## config.mk

```make
export PLATFORM = sky130hd
export DESIGN_NAME = anaid_regs
export DESIGN_NICKNAME = d
export VERILOG_FILES = /design/src/core/anaid_pkg.sv /design/src/core/anaid_adv_if.sv /design/src/core/anaid_former.sv /design/src/core/anaid_pend.sv /design/src/core/anaid_regs.sv
export VERILOG_INCLUDE_DIRS = /design/src /design/src/core
export SDC_FILE = /design/constraint.sdc
export NUM_CORES = 1
export LEC_CHECK = 0
export ABC_AREA = 1
export BUFFER_PORTS_ARGS = -buffer_cell sky130_fd_sc_hd__buf_2
export CORE_MARGIN = 4
export CORE_UTILIZATION = 50
export DETAILED_ROUTE_END_ITERATION = 8
export GPL_ROUTABILITY_DRIVEN = 0
export PLACE_DENSITY = 0.73
export SLEW_MARGIN = 30
export SYNTH_ARGS = -nofsm -noshare
export SYNTH_HDL_FRONTEND = slang
export SYNTH_SLANG_ARGS = --single-unit
export TNS_END_PERCENT = 100
```

## constraint.sdc

```tcl
create_clock -name clk_in -period 2.9 [get_ports clk_in]
set_input_delay 0.58 -clock clk_in [delete_from_list [all_inputs] [get_ports clk_in]]
set_output_delay 0.58 -clock clk_in [all_outputs]
set_load 0.02 [all_outputs]
```

## src/core/anaid_cfg.svh

```systemverilog
`ifndef ANAID_CFG_SVH
`define ANAID_CFG_SVH
// register offsets
`define ANAID_OFF_CTRL      5'h00
`define ANAID_OFF_ID2       5'h03
`define ANAID_OFF_ADV       5'h04
`define ANAID_OFF_GIG       5'h09
`define ANAID_OFF_STAT      5'h11
// control word fields
`define ANAID_CTL_SWRST     15
`define ANAID_CTL_SPD_LSB   13
`define ANAID_CTL_AN_EN     12
`define ANAID_CTL_PWRDN     11
`define ANAID_CTL_RESTART   9
`define ANAID_CTL_DUPLEX    8
`define ANAID_CTL_SPD_MSB   6
`define ANAID_CTL_RST       16'h1140
// advertisement fields
`define ANAID_ADV_NP        15
`define ANAID_ADV_ACK       14
`define ANAID_ADV_RF        13
`define ANAID_ADV_RSVD      12
`define ANAID_ADV_ASYM      11
`define ANAID_ADV_PAUSE     10
`define ANAID_ADV_T4        9
`define ANAID_ADV_TXFD      8
`define ANAID_ADV_WMASK     16'hBF00
`define ANAID_ADV_RST       16'h0100
`define ANAID_ADV_T4_MASK   16'h0200
// gigabit ability fields, bits 9:8
`define ANAID_GIG_LSB       8
`define ANAID_GIG_RST       2'h3
// generated next pages
`define ANAID_PG_MP         13
`define ANAID_PG_MSG_GIG    11'h008
`define ANAID_PG_UNF_FD     4
`define ANAID_PG_UNF_HD     3
// status fields
`define ANAID_ST_LINK       0
`define ANAID_ST_PEND       1
`define ANAID_ST_FORCED     2
`endif

```

## src/core/anaid_pkg.sv

```systemverilog
package anaid_pkg;
	// page sequencer position
	typedef enum logic [1:0] {
		anaid_pg_base,
		anaid_pg_msg,
		anaid_pg_unf,
		anaid_pg_sw
	} anaid_pg_t;
	typedef logic [15:0] anaid_word_t;
endpackage

```

## src/core/anaid_adv_if.sv

```systemverilog
`timescale 1ns/100ps
`default_nettype none
interface anaid_adv_if;
	logic [15:0] act_adv;
	logic [1:0]  act_gig;
	logic        an_en;
	logic [1:0]  speed;
	logic        duplex;
	logic [15:0] base_word;
	logic [1:0]  gig_adv;
	logic        forced;
	modport regs (output act_adv, act_gig, an_en, speed, duplex,
		input base_word, gig_adv, forced);
	modport former (input act_adv, act_gig, an_en, speed, duplex,
		output base_word, gig_adv, forced);
endinterface
`default_nettype wire

```

## src/core/anaid_former.sv

```systemverilog
`timescale 1ns/100ps
`default_nettype none
`include "anaid_cfg.svh"
module anaid_former
(
	anaid_adv_if.former adv
);
	////////////////////////////////////////////////////////////////
	// forced 1000 still negotiates, with one gig ability only
	assign adv.forced = ~adv.an_en && (adv.speed == 2'h2);
	always_comb
	begin
		adv.base_word = adv.act_adv;
		adv.base_word[`ANAID_ADV_ACK] = 1'b0;
		adv.gig_adv = adv.act_gig;
		if (adv.forced)
		begin
			adv.base_word[`ANAID_ADV_TXFD:5] = 4'h0;
			adv.gig_adv = adv.duplex ? 2'h2 : 2'h1;
		end
		// gig ability needs next pages, so request them on its own
		if (adv.gig_adv != 2'h0)
			adv.base_word[`ANAID_ADV_NP] = 1'b1;
	end
endmodule
`default_nettype wire

```

## src/core/anaid_pend.sv

```systemverilog
`timescale 1ns/100ps
`default_nettype none
`include "anaid_cfg.svh"
module anaid_pend
(
	input  wire logic clk_in,
	input  wire logic rst_n_in,
	input  wire logic swrst_in,
	input  wire logic restart_in,
	input  wire logic pwrdn_in,
	input  wire logic link_in,
	output logic      apply_all_out,
	output logic      apply_keep_out
);
	logic pwrdn_prev;
	logic link_prev;
	////////////////////////////////////////////////////////////////
	// previous levels for edge detection
	always_ff @(posedge clk_in or negedge rst_n_in)
	begin
		if (!rst_n_in)
		begin
			pwrdn_prev <= 1'b0;
			link_prev  <= 1'b0;
		end
		else
		begin
			pwrdn_prev <= pwrdn_in;
			link_prev  <= link_in;
		end
	end
	////////////////////////////////////////////////////////////////
	// non-reset triggers: restart, leaving power-down, link loss
	assign apply_keep_out = restart_in | (pwrdn_prev & ~pwrdn_in) | (link_prev & ~link_in);
	assign apply_all_out  = apply_keep_out | swrst_in;
endmodule
`default_nettype wire

```

## src/core/anaid_regs.sv

```systemverilog
// Function
// - written advertisement waits until reset, restart, power-up or link loss applies it
// - gigabit ability makes the device send its own next pages
// - bit 13 sets remote fault in the sent base word
// - reserved bit 12 is read/write, resets to zero
// - bit 11 advertises asymmetric pause, resets to zero
// - bit 10 advertises pause in the attached MAC, resets to zero
// - bit 9 resets to zero and survives a software reset; a restart, power-up or link loss in the same cycle applies the written bit 9
// - forced 1000 without negotiation still negotiates one duplex of gigabit
// - forced 1000 ignores 10/100 and gigabit advertisement bits; the code clears only bits 8:5 and keeps bit 9 (100BASE-T4)
// - identifier word two is read-only: vendor bits, model, revision
//
// The strobed register port was left to the implementer.
`timescale 1ns/100ps
`default_nettype none
`include "anaid_cfg.svh"
module anaid_regs
#(
	parameter logic [5:0] VENDOR_LOW = 6'h2A, // arbitrary value
	parameter logic [5:0] MODEL      = 6'h15, // arbitrary value
	parameter logic [3:0] REVISION   = 4'h1   // arbitrary value
)
(
	input  wire logic        clk_in,
	input  wire logic        rst_n_in,
	input  wire logic [4:0]  addr_in,
	input  wire logic [15:0] wr_data_in,
	input  wire logic        wr_in,
	input  wire logic        rd_in,
	output logic      [15:0] rd_data_out,
	input  wire logic        copper_link_in,
	input  wire logic        page_req_in,
	output logic      [15:0] tx_word_out,
	output logic             tx_valid_out,
	output logic      [15:0] base_word_out,
	output logic      [1:0]  gig_adv_out,
	output logic             forced_out,
	output logic             applied_out,
	output logic             swrst_out
);
	////////////////////////////////////////////////////////////////
	// declarations
	anaid_adv_if adv ();
	logic [15:0] ctrl;
	logic        swrst_pulse;
	logic        restart_pulse;
	// pending copy as written, active copy as advertised
	logic [15:0] wr_adv;
	logic [15:0] next_wr_adv;
	logic [15:0] act_adv;
	logic [1:0]  wr_gig;
	logic [1:0]  next_wr_gig;
	logic [1:0]  act_gig;
	logic        link_meta;
	logic        link_sync;
	logic        apply_all;
	logic        apply_keep;
	logic        pending;
	logic [15:0] next_rd;
	anaid_pkg::anaid_pg_t pg_state;
	anaid_pkg::anaid_pg_t next_pg_state;
	anaid_pkg::anaid_word_t next_tx_word;

	////////////////////////////////////////////////////////////////
	// address decode shared by writes and reads
	function automatic logic hit(input logic [4:0] a, input logic [4:0] off);
		hit = (a == off);
	endfunction

	////////////////////////////////////////////////////////////////
	// copper link comes from the analog side: two flops first
	always_ff @(posedge clk_in or negedge rst_n_in)
	begin
		if (!rst_n_in)
		begin
			link_meta <= 1'b0;
			link_sync <= 1'b0;
		end
		else
		begin
			link_meta <= copper_link_in;
			link_sync <= link_meta;
		end
	end

	////////////////////////////////////////////////////////////////
	// control word; reset and restart bits self-clear
	// speed, duplex and power-down act at once; only the advertisement waits
	always_ff @(posedge clk_in or negedge rst_n_in)
	begin
		if (!rst_n_in)
			ctrl <= `ANAID_CTL_RST;
		else if (wr_in && hit(addr_in, `ANAID_OFF_CTRL))
		begin
			ctrl <= wr_data_in;
			ctrl[`ANAID_CTL_SWRST]   <= 1'b0;
			ctrl[`ANAID_CTL_RESTART] <= 1'b0;
		end
	end

	// one-cycle command pulses taken from the write itself
	always_ff @(posedge clk_in or negedge rst_n_in)
	begin
		if (!rst_n_in)
		begin
			swrst_pulse   <= 1'b0;
			restart_pulse <= 1'b0;
		end
		else
		begin
			swrst_pulse   <= wr_in && hit(addr_in, `ANAID_OFF_CTRL)
				&& wr_data_in[`ANAID_CTL_SWRST];
			restart_pulse <= wr_in && hit(addr_in, `ANAID_OFF_CTRL)
				&& wr_data_in[`ANAID_CTL_RESTART];
		end
	end

	////////////////////////////////////////////////////////////////
	// trigger detection
	anaid_pend i_anaid_pend
	(
		.clk_in         (clk_in),
		.rst_n_in       (rst_n_in),
		.swrst_in       (swrst_pulse),
		.restart_in     (restart_pulse),
		.pwrdn_in       (ctrl[`ANAID_CTL_PWRDN]),
		.link_in        (link_sync),
		.apply_all_out  (apply_all),
		.apply_keep_out (apply_keep)
	);

	////////////////////////////////////////////////////////////////
	// written (pending) advertisement values
	always_comb
	begin
		next_wr_adv = wr_adv;
		next_wr_gig = wr_gig;
		if (wr_in && hit(addr_in, `ANAID_OFF_ADV))
			next_wr_adv = wr_data_in & `ANAID_ADV_WMASK;
		if (wr_in && hit(addr_in, `ANAID_OFF_GIG))
			next_wr_gig = wr_data_in[`ANAID_GIG_LSB +: 2];
	end

	// pending registers survive a software reset; only a hardware reset clears them
	always_ff @(posedge clk_in or negedge rst_n_in)
	begin
		if (!rst_n_in)
		begin
			wr_adv <= `ANAID_ADV_RST;
			wr_gig <= `ANAID_GIG_RST;
		end
		else
		begin
			wr_adv <= next_wr_adv;
			wr_gig <= next_wr_gig;
		end
	end

	////////////////////////////////////////////////////////////////
	// active values change only on a trigger; a write in the same
	// cycle as the trigger is taken along, except its bit 9 on a software reset alone
	always_ff @(posedge clk_in or negedge rst_n_in)
	begin
		if (!rst_n_in)
		begin
			act_adv <= `ANAID_ADV_RST;
			act_gig <= `ANAID_GIG_RST;
		end
		else if (apply_keep)
		begin
			act_adv <= next_wr_adv;
			act_gig <= next_wr_gig;
		end
		else if (apply_all)
		begin
			// software reset keeps the active T4 bit as it was
			act_adv <= (next_wr_adv & ~`ANAID_ADV_T4_MASK)
				| (act_adv & `ANAID_ADV_T4_MASK);
			act_gig <= next_wr_gig;
		end
	end

	// differs while a write still waits for its trigger
	assign pending = (wr_adv != act_adv) || (wr_gig != act_gig);

	////////////////////////////////////////////////////////////////
	// advertisement former
	assign adv.act_adv = act_adv;
	assign adv.act_gig = act_gig;
	assign adv.an_en   = ctrl[`ANAID_CTL_AN_EN];
	assign adv.speed   = {ctrl[`ANAID_CTL_SPD_MSB], ctrl[`ANAID_CTL_SPD_LSB]};
	assign adv.duplex  = ctrl[`ANAID_CTL_DUPLEX];

	// strips the acknowledge bit, masks the forced case, asks for next pages
	anaid_former i_anaid_former
	(
		.adv (adv.former)
	);

	////////////////////////////////////////////////////////////////
	// registered view of the formed advertisement
	always_ff @(posedge clk_in or negedge rst_n_in)
	begin
		if (!rst_n_in)
		begin
			base_word_out <= 16'h0000;
			gig_adv_out   <= 2'h0;
			forced_out    <= 1'b0;
		end
		else
		begin
			base_word_out <= adv.base_word;
			gig_adv_out   <= adv.gig_adv;
			forced_out    <= adv.forced;
		end
	end

	// one pulse per applied update, and software reset to the core
	always_ff @(posedge clk_in or negedge rst_n_in)
	begin
		if (!rst_n_in)
		begin
			applied_out <= 1'b0;
			swrst_out   <= 1'b0;
		end
		else
		begin
			applied_out <= apply_all;
			swrst_out   <= swrst_pulse;
		end
	end

	////////////////////////////////////////////////////////////////
	// page sequencer: base page, then the gigabit message and
	// unformatted pages, then software's own pages take over
	always_comb
	begin
		next_pg_state = pg_state;
		next_tx_word  = 16'h0000;
		case (pg_state)
			anaid_pkg::anaid_pg_base:
			begin
				next_tx_word = adv.base_word;
				if (adv.gig_adv != 2'h0)
					next_pg_state = anaid_pkg::anaid_pg_msg;
				else
					next_pg_state = anaid_pkg::anaid_pg_sw;
			end
			anaid_pkg::anaid_pg_msg:
			begin
				next_tx_word = {5'h00, `ANAID_PG_MSG_GIG};
				next_tx_word[`ANAID_ADV_NP] = 1'b1;
				next_tx_word[`ANAID_PG_MP]  = 1'b1;
				next_pg_state = anaid_pkg::anaid_pg_unf;
			end
			anaid_pkg::anaid_pg_unf:
			begin
				// more pages follow only if software asked for them
				next_tx_word = 16'h0000;
				next_tx_word[`ANAID_ADV_NP]    = act_adv[`ANAID_ADV_NP];
				next_tx_word[`ANAID_PG_UNF_FD] = adv.gig_adv[1];
				next_tx_word[`ANAID_PG_UNF_HD] = adv.gig_adv[0];
				next_pg_state = anaid_pkg::anaid_pg_sw;
			end
			anaid_pkg::anaid_pg_sw:
			begin
				// null page: software's pages go through the core
				next_tx_word = {3'h0, 2'h0, 11'h001};
				next_pg_state = anaid_pkg::anaid_pg_sw;
			end
			default:
			begin
				next_tx_word  = 16'h0000;
				next_pg_state = anaid_pkg::anaid_pg_base;
			end
		endcase
	end

	// a new negotiation starts from the base page again
	always_ff @(posedge clk_in or negedge rst_n_in)
	begin
		if (!rst_n_in)
			pg_state <= anaid_pkg::anaid_pg_base;
		else if (apply_all)
			pg_state <= anaid_pkg::anaid_pg_base;
		else if (page_req_in)
			pg_state <= next_pg_state;
	end

	// answer one cycle after the request; an apply in that cycle swallows it
	always_ff @(posedge clk_in or negedge rst_n_in)
	begin
		if (!rst_n_in)
		begin
			tx_word_out  <= 16'h0000;
			tx_valid_out <= 1'b0;
		end
		else
		begin
			tx_valid_out <= page_req_in && !apply_all;
			if (page_req_in && !apply_all)
				tx_word_out <= next_tx_word;
		end
	end

	////////////////////////////////////////////////////////////////
	// read mux; unmapped offsets read zero
	// the advertisement reads back what was written, not what is active
	always_comb
	begin
		next_rd = 16'h0000;
		if (hit(addr_in, `ANAID_OFF_CTRL))
			next_rd = ctrl;
		else if (hit(addr_in, `ANAID_OFF_ID2))
			next_rd = {VENDOR_LOW, MODEL, REVISION};
		else if (hit(addr_in, `ANAID_OFF_ADV))
			next_rd = wr_adv;
		else if (hit(addr_in, `ANAID_OFF_GIG))
			next_rd[`ANAID_GIG_LSB +: 2] = wr_gig;
		else if (hit(addr_in, `ANAID_OFF_STAT))
		begin
			next_rd[`ANAID_ST_LINK]   = link_sync;
			next_rd[`ANAID_ST_PEND]   = pending;
			next_rd[`ANAID_ST_FORCED] = adv.forced;
		end
	end

	// data stand only in the cycle after the read strobe
	always_ff @(posedge clk_in or negedge rst_n_in)
	begin
		if (!rst_n_in)
			rd_data_out <= 16'h0000;
		else if (rd_in)
			rd_data_out <= next_rd;
		else
			rd_data_out <= 16'h0000;
	end
endmodule
`default_nettype wire

```

==> summary.md, run 1 <==
| Metric | Value |
|---|---|
| DR vias/cell | 5.01 |
| Top cells by area, synth | dfrtp_1 57%, nand2_1 11%, inv_1 5.7% |
| Die span in x | 102 um |
| CP Capture Type | flip-flop |
| Vias in the first global route | 3,187 |
| Setup TNS | 0 ps |
| Clock Pin Slew Worst Setup and Hold Paths | 100 ps |
| Reg2Reg Depth | 7 |
| Yosys reg bits | 110 |
| Worst skew pair latency | 370 ps |
| Util after Layout | 59.1% |
| Fraction of layout cells with a size suffix above 1 | 25.1% |
| Final Hold Fails | 0 |
| Antenna viol nets, final | 0 |
| Highest clock rate | 554 MHz |
| FILL cells | 730 |
| Area Overhead vs Synth | 15.5% |
| Post-CTS Hold Buffers | 0 |
| I/O pin count | 81 |
| Synth Instances | 456 |
| Die Y | 102 um |
| Clk sinks | 110 |
| Total Wirelength | 9650 um |
| Initial antenna violation count | 0 |
| DRC | 0 |
| RSZ-0062 raised after global routing | no |
| Clk root buf | clkbuf_8 |
| Tcrit/Tclk final | 62.2% |
| Pins Over Slew Limit | 0 |
| Port Buf Inserts | 78 |
| Maximum VDD drop | 0.336 mV |
| Min cycle time layout | 1800 ps |
| Critical Path Fanout Max | 23 |
| Req. time, crit path | 3150 ps |
| First-pass GRT wire length | 15,800 um |
| Antenna cells | 0 |
| DRT iter0 DRCs | 140 |
| H-tree Lvls | 3 |
| Register area share after synthesis | 61.9% |
| Drt pass-1 iters | 4 |
| DR vias | 3,258 |
| Core Footprint | 8720 um^2 |
| Largest area contributor in the netlist | dfrtp_1 |
| DIE AREA | 10,500 um^2 |
| CTS tree | done |
| Initial Util | 51.2% |
| Postcts setup bufs | 0 |
| Post-CTS Resized | 0 |
| Critical Path Start Type | primary input |
| Longest Clk Path Bufs | 2 |
| Finish-stage setup viols | 0 |
| Area share of the largest cell type after synthesis | 56.6% |
| P per Cell Area | 698 nW/um^2 |
| Overflow after GRT | 0 |
| Max cap viols | 0 |
| Leak | 2.83 nW |
| Yosys warns | 0 |
| Worst hold path type | in -> async |
| Syn Area/Cell | 9.78 um^2 |
| Critical path type | in -> reg |
| NumNets Final | 564 |
| Largest net degree at the start of global routing | 52 |
| Unique cell type count in the Yosys netlist | 35 |
| Area of the multi-input gates | 1350 um^2 |
| Dpl hpwl | 7090 um |
| FP Rows | 34 |
| CTS Buf Count | 9 |
| Total GRT Usage | 19.7% |
| Synthesized area | 4460 um^2 |
| Critical path arrival | 2050 ps |
| Register Area | 2760 um^2 |
| Run status | finished, final reports clean |
| WL/cell | 14.8 um |
| Clock Skew | 14.1 ps |
## metal layers
metal	GRT usage (%)	up-vias	wire [um]
met5	0	-	0
met4	5.35	0	102
met3	3.69	10	579
met2	29.8	98	4400
met1	29.3	1571	4570
li1	-	1579	-
## metrics by stage
step	power, W	hold WS (ps)	std cells	setup WS [ps]	cell area (um^2)
finish	0.00360	123	650	1100	5150
global route	0.00381	137	650	971	5150
CTS	0.00363	132	650	1140	5150
detailed placement	0.00268	339	634	754	4950
global placement	0.00265	332	634	868	4950
floorplan	0.00239	284	457	1330	4470
## worst max-delay path, cell delays in order
cell     delay (ps)
buf_2           120
inv_1            60
nand2_1          50
inv_1           110
nand4_2         150
inv_2           240
nand2_2         350
o21ai_1         280
o21ai_0         110
## flip-flops by register name (all words and copies together), names as in the netlist
register	flops
forced_out	1
pg_state	2
act_gig	2
tx_valid_out	1
link_sync	1
link_meta	1
tx_word_out	15
rd_data_out	16
swrst_pulse	1
wr_adv	16
applied_out	1
act_adv	16
base_word_out	15
wr_gig	2
swrst_out	1
gig_adv_out	2
i_anaid_pend.link_prev	1
i_anaid_pend.pwrdn_prev	1
ctrl	14
restart_pulse	1
## final cells by class
class	instances	share of cell area [%]
inverter	73	5.32
sequential	110	53.6
timing repair buffer	81	8.30
multi-input combinational	262	26.1
clock inverter	6	1.36
tap	108	2.62
clock buffer	10	2.67
## path summary, 6_finish.rpt
path | slack [ps] | startpoint | endpoint
setup / recovery | 1100 | addr_in[0] | act_adv[15]
hold / removal | 120 | rst_n_in | pg_state[1]
setup reg to reg | 1260 | ctrl[6] | pg_state[1]
hold reg to reg | 360 | link_meta | link_sync
max in group asynchronous | 1980 | rst_n_in | ctrl[6]
min in group clk_in | 310 | copper_link_in | link_meta
## report_power, final
part / internal (W) / leakage, nW / switching, W
logic: 0.000250 / 1.34 / 0.000506
clock network: 0.000427 / 0.0951 / 0.000525
registers: 0.00176 / 1.40 / 0.000128
total: 0.00244 / 2.83 / 0.00116
## cells in the mapped netlist (all sizes together)
master	number
dfrtp	101
nor2	18
nand2	133
mux2	11
inv	73
a211oi	2
o21ai	53
nor3	1
o221ai	1
buf	8
nand4	4
o21a	1
o2111ai	1
o211ai	1
clkbuf	4
conb	1
o21bai	1
nor4	1
xor2	7
a21oi	20
dfstp	9
nand3	5
## layout by cell type (no fill, tap or decap), types with 4 or more instances in the layout
cell type | Yosys | routed
a21oi_1 | 19 | 19
dfstp_2 | 9 | 9
nor2_1 | 15 | 15
o21ai_1 | 22 | 22
mux2_2 | 9 | 9
xor2_1 | 7 | 7
buf_2 | 2 | 77
nand3_1 | 4 | 4
clkbuf_8 | 0 | 10
inv_1 | 68 | 68
inv_2 | 5 | 5
nand2_1 | 130 | 130
dfrtp_1 | 101 | 101
o21ai_0 | 28 | 28
## logic make-up (layout without fill, tap and decap cells)
family / Yosys count / after routing / share of synthesized area [%]
simple gates: 162 / 162 / 15.9
flops: 110 / 110 / 61.9
buf+inv: 85 / 170 / 7.96
compound gates: 80 / 80 / 9.76
mux: 11 / 11 / 2.94
xor+xnor: 7 / 7 / 1.37
other cells: 1 / 2 / 0.0840
No activity file was read; power rests on OpenSTA's default activity.
==> run 2, diff against run 1 <==
--- a/config.mk
+++ b/config.mk
@@ -12,7 +12,7 @@
 export CORE_UTILIZATION = 50
 export DETAILED_ROUTE_END_ITERATION = 8
 export GPL_ROUTABILITY_DRIVEN = 0
-export PLACE_DENSITY = 0.73
+export PLACE_DENSITY = 0.76
 export SLEW_MARGIN = 30
 export SYNTH_ARGS = -nofsm -noshare
 export SYNTH_HDL_FRONTEND = slang
==> constraint.sdc (replaced) <==
create_clock -name clk_in -period 1.6 [get_ports clk_in]
set_input_delay 0.32 -clock clk_in [delete_from_list [all_inputs] [get_ports clk_in]]
set_output_delay 0.32 -clock clk_in [all_outputs]
set_load 0.02 [all_outputs]
==> run 2 against run 1 <==
Compared with the run above: setup slack got worse by 990 ps; die area stayed put; design area is 0.85% higher; routed wire length decreased by 1.2%; non-clock buffer count increased by 6; combinational power is 83% higher; via count rose by 1.9%; cell count is 0.92% higher; global-route usage is 0.39 points lower; critical path depth down 2.
==> summary.md, run 2 (same netlist as run 1, synthesis figures left out) <==
| Metric | Value |
|---|---|
| WL/cell | 14.5 um |
| H-tree Lvls | 3 |
| Vias in the first global route | 3,192 |
| FP Rows | 34 |
| Max cap viols | 0 |
| Tot Pwr | 0.00634 W |
| Initial Util | 51.2% |
| Net Sw Power | 0.00207 W |
| Met2 GRT Util | 30.5% |
| P per Cell Area | 1220 nW/um^2 |
| Maximum VDD drop | 0.627 mV |
| Area Overhead vs Synth | 16.5% |
| Int Pwr | 0.00427 W |
| Biggest regs | act_adv: 16 flops, rd_data_out: 16 flops, wr_adv: 16 flops |
| Crit path cell chain | inv_1, nor3_4, inv_1, nand3_1, nand2_1, nand2_1, o21ai_0 |
| Tcrit/Tclk final | 93.6% |
| Largest net degree at the start of global routing | 39 |
| Req. time, crit path | 1850 ps |
| Worst hold slack | 59.9 ps |
| Worst Setup EP | pg_state[1] |
| Met3 usage in global routing | 3.96% |
| Die span in x | 102 um |
| Clk pwr share | 24.2% |
| Critical Path Start Type | flip-flop |
| Pins Over Slew Limit | 0 |
| Switching share of power | 32.6% |
| DRC | 0 |
| CTS tree | done |
| Overflow after GRT | 0 |
| Register Area | 2760 um^2 |
| Min cycle time layout | 1500 ps |
| Run status | finished, final reports clean |
| CP max stage delay | 530 ps |
| Finish-stage setup viols | 0 |
| Total Wirelength | 9530 um |
| DRT iter0 DRCs | 174 |
| Post-place setup slack | -53.5 ps |
| Final Hold Fails | 0 |
| Most common cell after layout, fill and taps aside | nand2_1 |
| Reg2Reg Depth | 7 |
| Flop pwr share | 54.1% |
| FILL cells | 742 |
| CTS Buf Count | 9 |
| Core Footprint | 8720 um^2 |
| Antenna cells | 0 |
| M1 GR Usage | 27.9% |
| I/O pin count | 81 |
| Clock Pin Slew Worst Setup and Hold Paths | 100 ps |
| Combinational Power Share | 21.7% |
| Initial antenna violation count | 0 |
| Dpl hpwl | 7080 um |
| Clk root buf | clkbuf_8 |
| Util after Layout | 59.6% |
| Area of the multi-input gates | 1360 um^2 |
| Fraction of layout cells with a size suffix above 1 | 25.5% |
| Port Buf Inserts | 78 |
| Critical path type | reg -> reg |
| Worst hold path type | in -> reg |
| RSZ-0062 raised after global routing | yes |
| CP Capture Type | flip-flop |
| Reg2reg setup slack | 100 ps |
| NumNets Final | 570 |
| First-pass GRT wire length | 15,700 um |
| Total GRT Usage | 19.3% |
| Critical path's slowest cell | dfstp_2 |
| RR Endpoint | pg_state[1] |
| Crit path from | ctrl[6] |
| Slack of the critical path | 103 ps |
| Critical Path Fanout Max | 7 |
| DR vias | 3,319 |
| Clk sinks | 110 |
| Clock Skew | 10.1 ps |
| Worst skew pair latency | 360 ps |
| Most frequent cells in the layout | 130 x nand2_1, 101 x dfrtp_1, 77 x buf_2, 68 x inv_1, 28 x o21ai_0 |
| Die Y | 102 um |
| Critical path arrival | 1740 ps |
| Highest clock rate | 668 MHz |
| Longest Clk Path Bufs | 2 |
| Antenna viol nets, final | 0 |
| Drt pass-1 iters | 5 |
| Leak | 2.87 nW |
| Hold Path Origin | copper_link_in |
| DR vias/cell | 5.06 |
| Worst R2R Start | ctrl[6] |
| Postcts setup bufs | 0 |
| DIE AREA | 10,500 um^2 |
| Grt peak-use layer | met2 |
[run 2: layer usage]
metal | share of wire (%) | vias to the layer above
met5 | 0 | -
met3 | 7.0 | 12
met1 | 46 | 1595
li1 | - | 1598
met4 | 0.98 | 0
met2 | 46 | 114
[run 2: area by class of cell]
class / count / area share [%]
Multi-Input combinational cell: 262 / 26.1
Timing Repair Buffer: 87 / 9.39
Clock buffer: 11 / 2.72
Inverter: 73 / 5.37
Tap cell: 108 / 2.60
Sequential cell: 110 / 53.2
Clock inverter: 5 / 0.650
[run 2: critical path, delay by kind of cell (launching register included)]
kind	cells	cell delay, ps
DFF	1	530
and+or+nand+nor	4	480
buffers and inverters	2	300
AOI/OAI and AO/OA	1	80
[run 2: how the worst min path moves through the flow]
stage / slack [ps] / to / cells after the start
CTS: 50 / link_meta / 1
floorplan: 20 / act_adv[0] / 0
global route: 50 / link_meta / 1
detailed placement: 300 / link_sync / 1
global placement: 300 / link_sync / 1
finish: 60 / link_meta / 1
[run 2: through the flow]
stage	setup TNS, ps	cell area [um^2]	std cells
finish	0	5200	656
global route	-22.4	5200	656
CTS	0	5180	656
detailed placement	-346	5000	639
global placement	0	5000	639
floorplan	0	4470	457
[run 2: power groups by stage]
stage | sequential (W) | clock, W | combinational (W)
after floorplan | 0.00366 | 0 | 0.000672
after global placement | 0.00346 | 0 | 0.00134
after detailed placement | 0.00348 | 0 | 0.00137
after CTS | 0.00343 | 0.00156 | 0.00138
after global routing | 0.00349 | 0.00167 | 0.00156
final | 0.00343 | 0.00153 | 0.00138
[run 2: repair_timing]
item / 4_1_cts / 5_1_grt
resized for setup: 0 / 5
hold endpoints to repair: 22 / 0
endpoints found under the setup margin: 0 / 17
hold buffers: 1 / 0
==> run 3, diff against run 2 <==
--- a/config.mk
+++ b/config.mk
@@ -13,6 +13,7 @@
 export DETAILED_ROUTE_END_ITERATION = 8
 export GPL_ROUTABILITY_DRIVEN = 0
 export PLACE_DENSITY = 0.76
+export SETUP_SLACK_MARGIN = 0.3
 export SLEW_MARGIN = 30
 export SYNTH_ARGS = -nofsm -noshare
 export SYNTH_HDL_FRONTEND = slang
==> run 3 against run 2 <==
Compared with the run above: register-to-register slack better by 70 ps; design area up 6.5%; die area unchanged; clock-buffer cell count down 1; critical endpoint is now tx_word_out[11]; power up 6.7%.
==> summary.md, run 3 (same netlist as run 1, synthesis figures left out) <==
| Metric | Value |
|---|---|
| Run status | finished, final reports clean |
| Die Y | 102 um |
| Worst-Margin Slew | 505 ps |
| Dpl hpwl | 6970 um |
| DR vias | 3,407 |
| Critical path's slowest cell | dfrtp_1 |
| Finish-stage setup viols | 0 |
| Maximum VDD drop | 0.645 mV |
| Min cycle time layout | 1420 ps |
| Most common cell after layout, fill and taps aside | nand2_1 |
| Critical Path Start Type | flip-flop |
| Total GRT Usage | 20.0% |
| Crit path cell chain | inv_2, a21oi_2, o21ai_2, nor2_4, buf_4, buf_6, buf_6, nand2_1, o21ai_1 |
| Clk sinks | 110 |
| Clock Skew | 13.1 ps |
| CTS tree | done |
| Highest clock rate | 702 MHz |
| Area Overhead vs Synth | 24.1% |
| Critical Path Fanout Max | 8 |
| P per Cell Area | 1220 nW/um^2 |
| Req. time, crit path | 1900 ps |
| Tcrit/Tclk final | 89.0% |
| Overflow after GRT | 0 |
| Worst hold path type | in -> reg |
| RSZ-0062 raised after global routing | yes |
| Util after Layout | 63.5% |
| Critical path arrival | 1730 ps |
| H-tree Lvls | 3 |
| Rel. slew slack | 66.2% |
| Longest Clk Path Bufs | 2 |
| Clock Pin Slew Worst Setup and Hold Paths | 110 ps |
| Core Footprint | 8720 um^2 |
| Cell Count, Final, Fillers Out | 681 |
| Antenna viol nets, final | 0 |
| Port Buf Inserts | 78 |
| Antenna cells | 0 |
| Placed cell area | 5020 um^2 |
| Initial antenna violation count | 0 |
| Drt pass-1 iters | 4 |
| Largest net degree at the start of global routing | 48 |
| First-pass GRT wire length | 16,100 um |
| Max cap viols | 0 |
| Final Hold Fails | 0 |
| CP Capture Type | flip-flop |
| Pins Over Slew Limit | 0 |
| Worst skew pair latency | 370 ps |
| DRT iter0 DRCs | 185 |
| WP buf/inv | 4 |
| FP Rows | 34 |
| DRC | 0 |
| CTS Buf Count | 9 |
| Critical path's top delay family | flip-flops |
| Most frequent cells in the layout | 122 x nand2_1, 101 x dfrtp_1, 76 x buf_2, 61 x inv_1, 22 x buf_4 |
| Final instance area | 5540 um^2 |
| Initial Util | 51.2% |
| Die span in x | 102 um |
| WL/cell | 14.6 um |
| CP max stage delay | 380 ps |
| Total Wirelength | 9930 um |
| DIE AREA | 10,500 um^2 |
| NumNets Final | 595 |
| Fraction of layout cells with a size suffix above 1 | 33.3% |
| Critical path type | reg -> reg |
| I/O pin count | 81 |
| DR vias/cell | 5.00 |
| Vias in the first global route | 3,313 |
| Cell count after placement | 641 |
| Critical path's most frequent cell | buf_6 |
| Clk root buf | clkbuf_8 |
| FILL cells | 722 |
| Biggest regs | act_adv: 16 flops, rd_data_out: 16 flops, wr_adv: 16 flops |
| Leak | 3.05 nW |
==> run 3: cell types whose count changed in the layout (fill, tap and decap cells not counted), moves of 2 or more <==
cell      change
nand2_4       +5
clkinv_2      -2
inv_4         +2
nand2_1       -8
inv_1         -7
buf_6        +11
o21ai_2       +8
buf_4        +15
inv_6         +2
nand2_2       +3
inv_2         +5
o21ai_0       -7
==> run 3: stage by stage <==
| stage | setup slack [ps] | power, W | hold slack [ps] | setup TNS (ps) |
|---|---|---|---|---|
| 4_1_cts | 201 | 0.00665 | 38.1 | 0 |
| 3_5_place_dp | -8.48 | 0.00488 | 297 | -9.07 |
| 5_1_grt | 76.8 | 0.00716 | 30.4 | 0 |
| 6_report | 176 | 0.00677 | 52.7 | 0 |
| 3_3_place_gp | 103 | 0.00483 | 290 | 0 |
| 2_1_floorplan | 254 | 0.00434 | 24.4 | 0 |
==> run 3: worst paths after layout <==
kind / start / to / slack [ps] / cells after the start
worst max-delay path: link_sync / tx_word_out[11] / 180 / 9
worst min-delay path: copper_link_in / link_meta / 50 / 1
worst max register to register: link_sync / tx_word_out[11] / 180 / 9
worst min register to register: link_meta / link_sync / 380 / 0
max in group asynchronous: rst_n_in / ctrl[12] / 570 / 3
min in group asynchronous: rst_n_in / rd_data_out[0] / 410 / 2
==> run 3: repair_timing <==
item                       4_1_cts  5_1_grt
resized for setup               24       29
hold endpoints to repair        22        0
pin swaps                        8        9
hold buffers                     1        0
cloned                           0        0
setup endpoints to repair       33       46
buffers inserted                16        7
==> run 3: per-layer routing <==
| metal | GRT usage, % | wire [um] | up-vias |
|---|---|---|---|
| met4 | 4.74 | 125 | 0 |
| met5 | 0 | 0 | - |
| met1 | 28.1 | 4390 | 1638 |
| li1 | - | - | 1648 |
| met3 | 4.44 | 620 | 16 |
| met2 | 31.9 | 4790 | 105 |
==> run 3: worst reg2reg max path, delay by kind of cell (launching register included) <==
family                 cells  cell delay (ps)
AO/OA/AOI/OAI              3              360
flip-flops                 1              380
buffers and inverters      4              370
AND/OR/NAND/NOR            2              240
==> run 3: cell type report <==
class	count	area (um^2)	share of cell area, %
Inverter	73	287	5.18
Tap cell	108	135	2.44
Timing Repair Buffer	112	719	13.0
Clock inverter	6	51.3	0.927
Sequential cell	110	2760	49.9
Clock buffer	10	138	2.49
Multi-Input combinational cell	262	1440	26.1
==> run 3: power by group <==
group | internal, W | switching, W
sequential | 0.00319 | 0.000234
clock | 0.000635 | 0.000967
combinational | 0.000702 | 0.00103
